**config.mk**
```make
export PLATFORM = sky130hd
export DESIGN_NAME = fdc_device_flat
export DESIGN_NICKNAME = d
export VERILOG_FILES = /design/src/rtl/fdc_pkg.sv /design/src/rtl/fdc_link_if.sv /design/src/rtl/fdc_device.sv /design/src/flat_wrapper.sv
export SDC_FILE = /design/constraint.sdc
export NUM_CORES = 1
export LEC_CHECK = 0
export ABC_AREA = 1
export BUFFER_PORTS_ARGS = -buffer_cell sky130_fd_sc_hd__buf_2
export CORE_ASPECT_RATIO = 0.9
export CORE_UTILIZATION = 43
export DETAILED_ROUTE_END_ITERATION = 16
export PLACE_DENSITY_LB_ADDON = 0.08
export SETUP_SLACK_MARGIN = 0.2
export SYNTH_ARGS = -nofsm -noshare
export SYNTH_HDL_FRONTEND = slang
export SYNTH_SLANG_ARGS = --single-unit
```
**constraint.sdc**
```tcl
create_clock -name clock_i -period 2 [get_ports clock_i]
set_input_delay 0.2 -clock clock_i [delete_from_list [all_inputs] [get_ports clock_i]]
set_output_delay 0.2 -clock clock_i [all_outputs]
set_load 0.05 [all_outputs]
```
**src/rtl/fdc_pkg.sv**
```systemverilog
package fdc_pkg;
   // ----------------------------------------------------------------
   // Register reset values
   // ----------------------------------------------------------------
   localparam logic [15:0] FDC_DRV_RESET = 16'h0004;  // Drive config after reset
   localparam logic [15:0] FDC_RCR_RESET = 16'h8000;  // Read config: async mode
   localparam logic [15:0] FDC_INVALID   = 16'hffff;  // Read data while busy
   // ----------------------------------------------------------------
   // Drive field layout
   // ----------------------------------------------------------------
   localparam int          FDC_DRV_MSB   = 2;         // Field 2:0
   localparam logic [2:0]  FDC_CODE_MIN  = 3'h1;      // Lowest legal code
   localparam logic [2:0]  FDC_CODE_MAX  = 3'h6;      // Highest legal code
   // ----------------------------------------------------------------
   // Command codes on the data bus
   // ----------------------------------------------------------------
   localparam logic [15:0] FDC_CMD_ARRAY  = 16'h00ff;
   localparam logic [15:0] FDC_CMD_STATUS = 16'h0070;
   localparam logic [15:0] FDC_CMD_IDENT  = 16'h0090;
   localparam logic [15:0] FDC_CMD_QUERY  = 16'h0098;
   localparam logic [15:0] FDC_CMD_CLRST  = 16'h0050;
   localparam logic [15:0] FDC_CMD_SETUP  = 16'h0060;  // Config / lock setup
   localparam logic [15:0] FDC_CNF_DRV    = 16'h0004;  // Drive config confirm
   localparam logic [15:0] FDC_CNF_RCR    = 16'h0003;  // Read config confirm
   // ----------------------------------------------------------------
   // Identifier-space offsets from the partition base
   // ----------------------------------------------------------------
   localparam logic [8:0]  FDC_ID_MFR  = 9'h000;
   localparam logic [8:0]  FDC_ID_DEV  = 9'h001;
   localparam logic [8:0]  FDC_ID_LOCK = 9'h002;
   localparam logic [8:0]  FDC_ID_RCR  = 9'h005;
   localparam logic [8:0]  FDC_ID_DRV  = 9'h006;
   localparam int          FDC_STAT_RDY = 7;          // Status valid bit
   // ----------------------------------------------------------------
   // Host controller APB register map
   // ----------------------------------------------------------------
   localparam logic [7:0]  FDC_REG_ADDR   = 8'h00;    // Command address
   localparam logic [7:0]  FDC_REG_DATA   = 8'h04;    // Command data
   localparam logic [7:0]  FDC_REG_CTRL   = 8'h08;    // Bit0 write, bit1 read
   localparam logic [7:0]  FDC_REG_RESULT = 8'h0c;    // Read data and flags
   localparam logic [7:0]  FDC_REG_DRVCFG = 8'h10;    // Drive config load
   localparam int          FDC_RES_BUSY  = 16;
   localparam int          FDC_RES_STOK  = 17;
   localparam int          FDC_RES_ERR   = 18;
   // ----------------------------------------------------------------
   // Per-partition read mode, Gray along array-status-ident-query
   // ----------------------------------------------------------------
   typedef enum logic [1:0] {
      FDC_M_ARRAY  = 2'b00,
      FDC_M_STATUS = 2'b01,
      FDC_M_IDENT  = 2'b11,
      FDC_M_QUERY  = 2'b10
   } fdc_mode_t;
   // Host sequencer states
   typedef enum logic [2:0] {
      FDC_H_IDLE  = 3'b000,
      FDC_H_WR    = 3'b001,
      FDC_H_RD    = 3'b011,
      FDC_H_WAIT  = 3'b010,
      FDC_H_CONF  = 3'b110
   } fdc_hstate_t;
endpackage

```
**src/rtl/fdc_link_if.sv**
```systemverilog
`timescale 1ns/100ps
interface fdc_link_if #(
   parameter int ADDR_W = 24
);
   logic              wr;     // One-cycle command write strobe
   logic              rd;     // One-cycle read strobe
   logic [ADDR_W-1:0] addr;   // Address, carries register value on config
   logic [15:0]       wdata;  // Command code
   logic [15:0]       rdata;  // Read answer
   logic              rvalid; // One-cycle answer strobe

   // Documented device end
   modport dev (
      input  wr,
      input  rd,
      input  addr,
      input  wdata,
      output rdata,
      output rvalid
   );
   // Controller end
   modport host (
      output wr,
      output rd,
      output addr,
      output wdata,
      input  rdata,
      input  rvalid
   );
endinterface

```
**src/rtl/fdc_device.sv**
```systemverilog
`timescale 1ns/100ps
module fdc_device
   import fdc_pkg::*;
#(
   parameter int          ADDR_W    = 24,
   parameter int          PART_BITS = 3,
   parameter logic [15:0] MFR_CODE  = 16'h00a5,  // Arbitrary value
   parameter logic [15:0] DEV_CODE  = 16'h005a   // Arbitrary value
) (
   // Clock and reset
   input  wire logic                    clock_i,
   input  wire logic                    resetn_i,
   input  wire logic                    ce_i,
   // Link to the controller
   fdc_link_if.dev                      link,
   // Array engine side
   input  wire logic [2**PART_BITS-1:0] busy_i,
   input  wire logic                    pe_start_i,
   input  wire logic [PART_BITS-1:0]    pe_part_i,
   input  wire logic                    resume_i,
   input  wire logic [PART_BITS-1:0]    resume_part_i,
   input  wire logic [15:0]             array_data_i,
   input  wire logic [15:0]             query_data_i,
   input  wire logic [6:0]              status_bits_i,
   input  wire logic [1:0]              lock_bits_i,
   // Configuration outputs
   output logic [15:0]                  drive_config_o,
   output logic [2:0]                   drive_code_o,
   output logic [15:0]                  read_config_o
);
   // One read-mode machine for each partition
   localparam int NP = 2**PART_BITS;

   // ----------------------------------------------------------------
   // State
   // ----------------------------------------------------------------
   fdc_mode_t             mode [NP];      // Read mode per partition
   logic                  cfg_pend;       // Setup seen, waiting confirm
   logic [15:0]           drive_config_reg;
   logic [15:0]           read_config_reg;

   // ----------------------------------------------------------------
   // Command decode
   // ----------------------------------------------------------------
   // Top address bits pick the partition of a command or a read
   wire [PART_BITS-1:0] wr_part  = link.addr[ADDR_W-1 -: PART_BITS];
   wire [PART_BITS-1:0] rd_part  = link.addr[ADDR_W-1 -: PART_BITS];
   wire [15:0]          addr_val = link.addr[15:0];
   wire [8:0]           id_off   = link.addr[8:0];
   // No supply-level gating anywhere in decode
   wire cmd_array  = link.wr & ~cfg_pend & (link.wdata == FDC_CMD_ARRAY);
   wire cmd_status = link.wr & ~cfg_pend & (link.wdata == FDC_CMD_STATUS);
   wire cmd_ident  = link.wr & ~cfg_pend & (link.wdata == FDC_CMD_IDENT);
   wire cmd_query  = link.wr & ~cfg_pend & (link.wdata == FDC_CMD_QUERY);
   wire cmd_clrst  = link.wr & ~cfg_pend & (link.wdata == FDC_CMD_CLRST);
   wire cmd_setup  = link.wr & ~cfg_pend & (link.wdata == FDC_CMD_SETUP);
   // Confirm cycles only count right after a setup
   wire cnf_any    = link.wr & cfg_pend;
   wire cnf_drv    = cnf_any & (link.wdata == FDC_CNF_DRV);
   wire cnf_rcr    = cnf_any & (link.wdata == FDC_CNF_RCR);
   // Any other confirm is a lock operation: partition stays in status
   wire cnf_cfg    = cnf_drv | cnf_rcr;

   // ----------------------------------------------------------------
   // Read data selection
   // ----------------------------------------------------------------
   // A busy partition hides array, ident and query data
   wire       rd_busy = busy_i[rd_part];
   wire [15:0] status_word = {8'h00, ~rd_busy, status_bits_i};
   logic [15:0] id_word;
   // Identifier space decode
   always_comb begin
      case (id_off)
         FDC_ID_MFR:  id_word = MFR_CODE;
         FDC_ID_DEV:  id_word = DEV_CODE;
         FDC_ID_LOCK: id_word = {14'h0000, lock_bits_i};
         FDC_ID_RCR:  id_word = read_config_reg;
         FDC_ID_DRV:  id_word = drive_config_reg;
         default:     id_word = 16'h0000;
      endcase
   end
   // Word handed to the link on a read
   logic [15:0] next_rdata;
   // Mode of the addressed partition picks the source
   always_comb begin
      case (mode[rd_part])
         FDC_M_ARRAY:  next_rdata = rd_busy ? FDC_INVALID : array_data_i;
         FDC_M_STATUS: next_rdata = status_word;
         FDC_M_IDENT:  next_rdata = rd_busy ? FDC_INVALID : id_word;
         FDC_M_QUERY:  next_rdata = rd_busy ? FDC_INVALID : query_data_i;
         default:      next_rdata = FDC_INVALID;
      endcase
   end

   // ----------------------------------------------------------------
   // Per-partition read-mode machine
   // ----------------------------------------------------------------
   fdc_mode_t next_mode [NP];
   // Array engine events outrank commands in the same cycle, since a
   // started program or erase must always be visible in status mode.
   always_comb begin
      for (int p = 0; p < NP; p++) begin
         next_mode[p] = mode[p];
         // Commands act only on the partition that they address
         if (link.wr && wr_part == PART_BITS'(p)) begin
            if (cmd_array)
               next_mode[p] = FDC_M_ARRAY;
            else if (cmd_status || cmd_clrst)
               next_mode[p] = FDC_M_STATUS;
            else if (cmd_ident)
               next_mode[p] = FDC_M_IDENT;
            else if (cmd_query)
               next_mode[p] = FDC_M_QUERY;
            else if (cmd_setup)
               next_mode[p] = FDC_M_STATUS;
            else if (cnf_cfg)
               next_mode[p] = FDC_M_ARRAY;
            else if (cnf_any)
               next_mode[p] = FDC_M_STATUS;
         end
         // Program/erase start moves any mode to status
         if (pe_start_i && pe_part_i == PART_BITS'(p))
            next_mode[p] = FDC_M_STATUS;
         // Resume after suspend returns to status
         if (resume_i && resume_part_i == PART_BITS'(p))
            next_mode[p] = FDC_M_STATUS;
      end
   end

   // Mode registers, all array after reset
   always_ff @(posedge clock_i or negedge resetn_i) begin
      if (!resetn_i) begin
         for (int p = 0; p < NP; p++)
            mode[p] <= FDC_M_ARRAY;
      end else if (ce_i) begin
         for (int p = 0; p < NP; p++)
            mode[p] <= next_mode[p];
      end
   end

   // ----------------------------------------------------------------
   // Setup tracking and configuration registers
   // ----------------------------------------------------------------
   // Confirm takes the value from its own address cycle
   always_ff @(posedge clock_i or negedge resetn_i) begin
      if (!resetn_i) begin
         cfg_pend         <= 1'b0;
         drive_config_reg <= FDC_DRV_RESET;
         read_config_reg  <= FDC_RCR_RESET;
      end else if (ce_i) begin
         // A setup arms the confirm; the very next write disarms it
         if (cmd_setup) begin
            cfg_pend <= 1'b1;
         end else if (cnf_any) begin
            cfg_pend <= 1'b0;
         end
         // Reserved bits are stored as written; the host masks them
         if (cnf_drv)
            drive_config_reg <= addr_val;
         if (cnf_rcr)
            read_config_reg <= addr_val;
      end
   end

   // ----------------------------------------------------------------
   // Outputs, all from flops
   // ----------------------------------------------------------------
   // Reserved codes are passed through unchanged; the pad decides.
   always_ff @(posedge clock_i or negedge resetn_i) begin
      if (!resetn_i) begin
         link.rdata     <= 16'h0000;
         link.rvalid    <= 1'b0;
         drive_config_o <= FDC_DRV_RESET;
         drive_code_o   <= FDC_DRV_RESET[FDC_DRV_MSB:0];
         read_config_o  <= FDC_RCR_RESET;
      end else if (ce_i) begin
         // Answer one cycle after the read strobe
         link.rvalid    <= link.rd;
         if (link.rd)
            link.rdata  <= next_rdata;
         // Drive outputs lag the register by one cycle
         drive_config_o <= drive_config_reg;
         drive_code_o   <= drive_config_reg[FDC_DRV_MSB:0];
         read_config_o  <= read_config_reg;
      end
   end
endmodule

```
**src/flat_wrapper.sv**
```systemverilog
// flat-port wrapper written by rule: the top's interface ports become plain ports
module fdc_device_flat import fdc_pkg::*;
#(
   parameter int          ADDR_W    = 24,
   parameter int          PART_BITS = 3,
   parameter logic [15:0] MFR_CODE  = 16'h00a5,                    
   parameter logic [15:0] DEV_CODE  = 16'h005a                     
)
  (clock_i, resetn_i, ce_i, busy_i, pe_start_i, pe_part_i, resume_i, resume_part_i, array_data_i, query_data_i, status_bits_i, lock_bits_i, drive_config_o, drive_code_o, read_config_o, link_wr, link_rd, link_addr, link_wdata, link_rdata, link_rvalid);
  fdc_link_if #(.ADDR_W(ADDR_W)) link_i ();
  input  wire logic clock_i;
  input  wire logic resetn_i;
  input  wire logic ce_i;
  input  wire logic [2**PART_BITS-1:0] busy_i;
  input  wire logic pe_start_i;
  input  wire logic [PART_BITS-1:0] pe_part_i;
  input  wire logic resume_i;
  input  wire logic [PART_BITS-1:0] resume_part_i;
  input  wire logic [15:0] array_data_i;
  input  wire logic [15:0] query_data_i;
  input  wire logic [6:0] status_bits_i;
  input  wire logic [1:0] lock_bits_i;
  output logic [15:0] drive_config_o;
  output logic [2:0] drive_code_o;
  output logic [15:0] read_config_o;
  input wire logic [$bits(link_i.wr)-1:0] link_wr;
  input wire logic [$bits(link_i.rd)-1:0] link_rd;
  input wire logic [$bits(link_i.addr)-1:0] link_addr;
  input wire logic [$bits(link_i.wdata)-1:0] link_wdata;
  output wire logic [$bits(link_i.rdata)-1:0] link_rdata;
  output wire logic [$bits(link_i.rvalid)-1:0] link_rvalid;
  assign link_i.wr = link_wr;
  assign link_i.rd = link_rd;
  assign link_i.addr = link_addr;
  assign link_i.wdata = link_wdata;
  assign link_rdata = link_i.rdata;
  assign link_rvalid = link_i.rvalid;
  fdc_device #(.ADDR_W(ADDR_W), .PART_BITS(PART_BITS), .MFR_CODE(MFR_CODE), .DEV_CODE(DEV_CODE)) u_core (.clock_i(clock_i), .resetn_i(resetn_i), .ce_i(ce_i), .link(link_i), .busy_i(busy_i), .pe_start_i(pe_start_i), .pe_part_i(pe_part_i), .resume_i(resume_i), .resume_part_i(resume_part_i), .array_data_i(array_data_i), .query_data_i(query_data_i), .status_bits_i(status_bits_i), .lock_bits_i(lock_bits_i), .drive_config_o(drive_config_o), .drive_code_o(drive_code_o), .read_config_o(read_config_o));
endmodule
```
==> summary.json <==
{
  "timing.final.hold_violations": 0,
  "clock_tree.root_cell": "sky130_fd_sc_hd__clkbuf_16",
  "globalplace.congestion": 0.877,
  "grt_pass1_vias": 5100,
  "residual_overflow_from_global_routing": 0,
  "synth_warnings": 0,
  "finalWirelength_um": 15600,
  "postRouteAntennaNets": 0,
  "cp.required_ps": 2240,
  "portBuffers": 148,
  "starting_drc_count_in_detailed_routing": 284,
  "drt-pass1-iter-count": 5,
  "initial_antenna_violation_count": 0,
  "fin_crit_sh": 0.812,
  "synth_seq_cells": 98,
  "timing.fmax_ghz": 0.616,
  "fp.dieArea_um2": 13700,
  "num_antenna_cells": 0,
  "postSynthAreaPerCell_um2": 6.72,
  "synth_top_area_share": 0.415,
  "synth.largest_area_cell": "sky130_fd_sc_hd__dfrtp_1",
  "routedWlPerCell_um": 13.4,
  "outcome": "finished, final reports clean",
  "start_kind": "register",
  "io_pins": 154,
  "grt_setup_unrepaired": "no",
  "htree_levels": 3,
  "setup_total_negative_slack_ps": 0,
  "power_leakage_nw": 3.92,
  "cp_data_arrival_time_ps": 1870,
  "netlist_top_cells_area": "sky130_fd_sc_hd__dfrtp_1, sky130_fd_sc_hd__nand2_1, sky130_fd_sc_hd__nor2_1",
  "max-cap-violations": 0,
  "detailed_place.area_um2": 6600,
  "min_period_ps": 1620,
  "synth_nets": 946,
  "clock_skew_ps": 8.24,
  "clk-insertion-delay-late_ps": 350,
  "dp_worst_setup_slack_ps": 133,
  "num-nets-final": 1099,
  "worst_pin_slew_ps": 603,
  "core-area_um2": 12800,
  "post-route-cell-area_um2": 7000,
  "tritoncts": "built",
  "vias_per_cell": 4.81,
  "critPathKind": "reg -> reg",
  "clk_pin_slew_worst_paths_ps": 70,
  "fin_ws_ps": 377,
  "min-delay-path-class": "in -> reg",
  "netlist_instances": 844,
  "setup_viol_count_final": 0,
  "cts_buffer_depth": 2,
  "drc": 0,
  "synth_cell_type_count": 32,
  "grt_max_degree": 46,
  "slew_headroom": 0.597,
  "whs_ps": 90.5,
  "final_layout_size_suffix_gt1_frac": 0.226,
  "area_growth_pct": 23.4,
  "die_w_um": 123,
  "via_count": 5603,
  "rows": 39,
  "vdd_drop_max_v": 0.000410,
  "initial_utilization": 0.444,
  "numCtsBuffers": 9,
  "seq_area_frac_synth": 0.433,
  "die_height_um": 111,
  "hpwlAfterDp_um": 11900,
  "end_kind": "register",
  "slew_viol_final": 0,
  "p_per_area_nw_per_um2": 709,
  "syn-cell-area_um2": 5670,
  "crit_fanout": 12,
  "cts_sinks": 98,
  "grt_pass1_wl_um": 25300,
  "grt_use_total": 0.241
}
-- critical path, cell delays in order, from the launching register on --
cell                      delay [ps]
sky130_fd_sc_hd__dfrtp_1         390
sky130_fd_sc_hd__nand2_1          80
sky130_fd_sc_hd__nand2_2          50
sky130_fd_sc_hd__nand2_2          80
sky130_fd_sc_hd__nand3_4          80
sky130_fd_sc_hd__o21ai_4         290
sky130_fd_sc_hd__nand2_4         160
sky130_fd_sc_hd__inv_4           180
sky130_fd_sc_hd__a21oi_1          90
sky130_fd_sc_hd__nand2_1          70
sky130_fd_sc_hd__nand2_1          50
-- through the flow --
step	utilization	power, mW	cells
finish	0.547	4.96	1166
detailed placement	0.516	3.17	1144
global route	0.547	5.21	1166
CTS	0.541	4.97	1161
floorplan	-	2.83	844
global placement	0.516	3.16	1144
-- cell type report --
type / instances / area (µm²)
Clock buffer: 11 / 243
Clock inverter: 5 / 61.3
Fill cell: 1345 / 5790
Inverter: 66 / 253
Multi-Input combinational cell: 647 / 2790
Sequential cell: 98 / 2460
Tap cell: 164 / 205
Timing Repair Buffer: 175 / 986
-- Yosys cell counts, drive strengths merged --
library cell  number
clkbuf            17
dfstp              4
o21ai             55
inv               65
clkinv             1
nand3b             3
nand2            370
nand4             12
nor2             110
a21oi             13
o22ai              2
or2                2
dfrtp             94
buf               16
nor3               7
nand3             73
-- routing by layer --
layer | wire, µm | GRT usage | up-vias
met5 | 0 | 0 | -
met4 | 280 | 0.0715 | 0
met3 | 767 | 0.0617 | 19
met2 | 7150 | 0.387 | 135
met1 | 7400 | 0.318 | 2498
li1 | - | - | 2951
-- kinds of logic after synthesis --
logic type,synth area share
compound gates,0.0695
flops,0.433
buf+inv,0.0781
simple gates,0.419
-- path summary, 6_finish.rpt --
kind / from / to / slack (ps) / depth (start not counted)
max: u_core.mode[13]$_DFFE_PN0P_ / u_core.link.rdata[15]$_DFFE_PN0P_ / 380 / 10
min: link_addr[15] / u_core.read_config_reg[15]$_DFFE_PN1P_ / 90 / 3
max reg2reg: u_core.mode[13]$_DFFE_PN0P_ / u_core.link.rdata[15]$_DFFE_PN0P_ / 380 / 10
min reg2reg: u_core.drive_config_o[14]$_DFFE_PN0P_ / u_core.drive_config_o[14]$_DFFE_PN0P_ / 470 / 2
max in group asynchronous: resetn_i / u_core.read_config_reg[15]$_DFFE_PN1P_ / 1180 / 3
min in group asynchronous: resetn_i / u_core.read_config_o[13]$_DFFE_PN0P_ / 240 / 2
-- layout by cell type (no fill, tap or decap), types with 2 or more instances in the layout --
cell type | Yosys | layout
sky130_fd_sc_hd__o21ai_0 | 45 | 45
sky130_fd_sc_hd__buf_4 | 3 | 24
sky130_fd_sc_hd__nor2_1 | 106 | 104
sky130_fd_sc_hd__a21oi_2 | 7 | 7
sky130_fd_sc_hd__nand2_1 | 365 | 364
sky130_fd_sc_hd__o21ai_1 | 8 | 8
sky130_fd_sc_hd__nand2_4 | 1 | 2
sky130_fd_sc_hd__nand3_1 | 72 | 72
sky130_fd_sc_hd__inv_2 | 4 | 4
sky130_fd_sc_hd__a21oi_1 | 6 | 6
sky130_fd_sc_hd__inv_4 | 2 | 2
sky130_fd_sc_hd__nor3_1 | 5 | 5
sky130_fd_sc_hd__buf_2 | 7 | 147
sky130_fd_sc_hd__nor3_2 | 2 | 2
sky130_fd_sc_hd__nand4_1 | 12 | 12
sky130_fd_sc_hd__inv_1 | 59 | 59
sky130_fd_sc_hd__dfrtp_1 | 94 | 93
sky130_fd_sc_hd__clkbuf_16 | 0 | 9
sky130_fd_sc_hd__o22ai_1 | 2 | 2
sky130_fd_sc_hd__buf_12 | 1 | 3
sky130_fd_sc_hd__dfstp_2 | 4 | 4
sky130_fd_sc_hd__or2_2 | 2 | 2
sky130_fd_sc_hd__clkinv_4 | 0 | 2
sky130_fd_sc_hd__nand3b_1 | 3 | 3
sky130_fd_sc_hd__nand2_2 | 4 | 4
sky130_fd_sc_hd__nor2_4 | 0 | 2
sky130_fd_sc_hd__nor2_2 | 3 | 3
-- timing repair --
item / in CTS / in global routing
resized for setup: 0 / 7
hold buffers: 1 / 0
endpoints found under the setup margin: 0 / 32
endpoints found under the hold margin: 53 / 0
setup buffers: 0 / 5
-- report_power, final --
group / total (mW) / leakage, nW / internal, mW / switching (mW)
Sequential: 2.14 / 1.30 / 2.08 / 0.0553
Combinational: 1.03 / 2.47 / 0.323 / 0.709
Clock: 1.80 / 0.150 / 1.01 / 0.785
Total: 4.96 / 3.92 / 3.42 / 1.55
(Power assumes the default switching activity.)
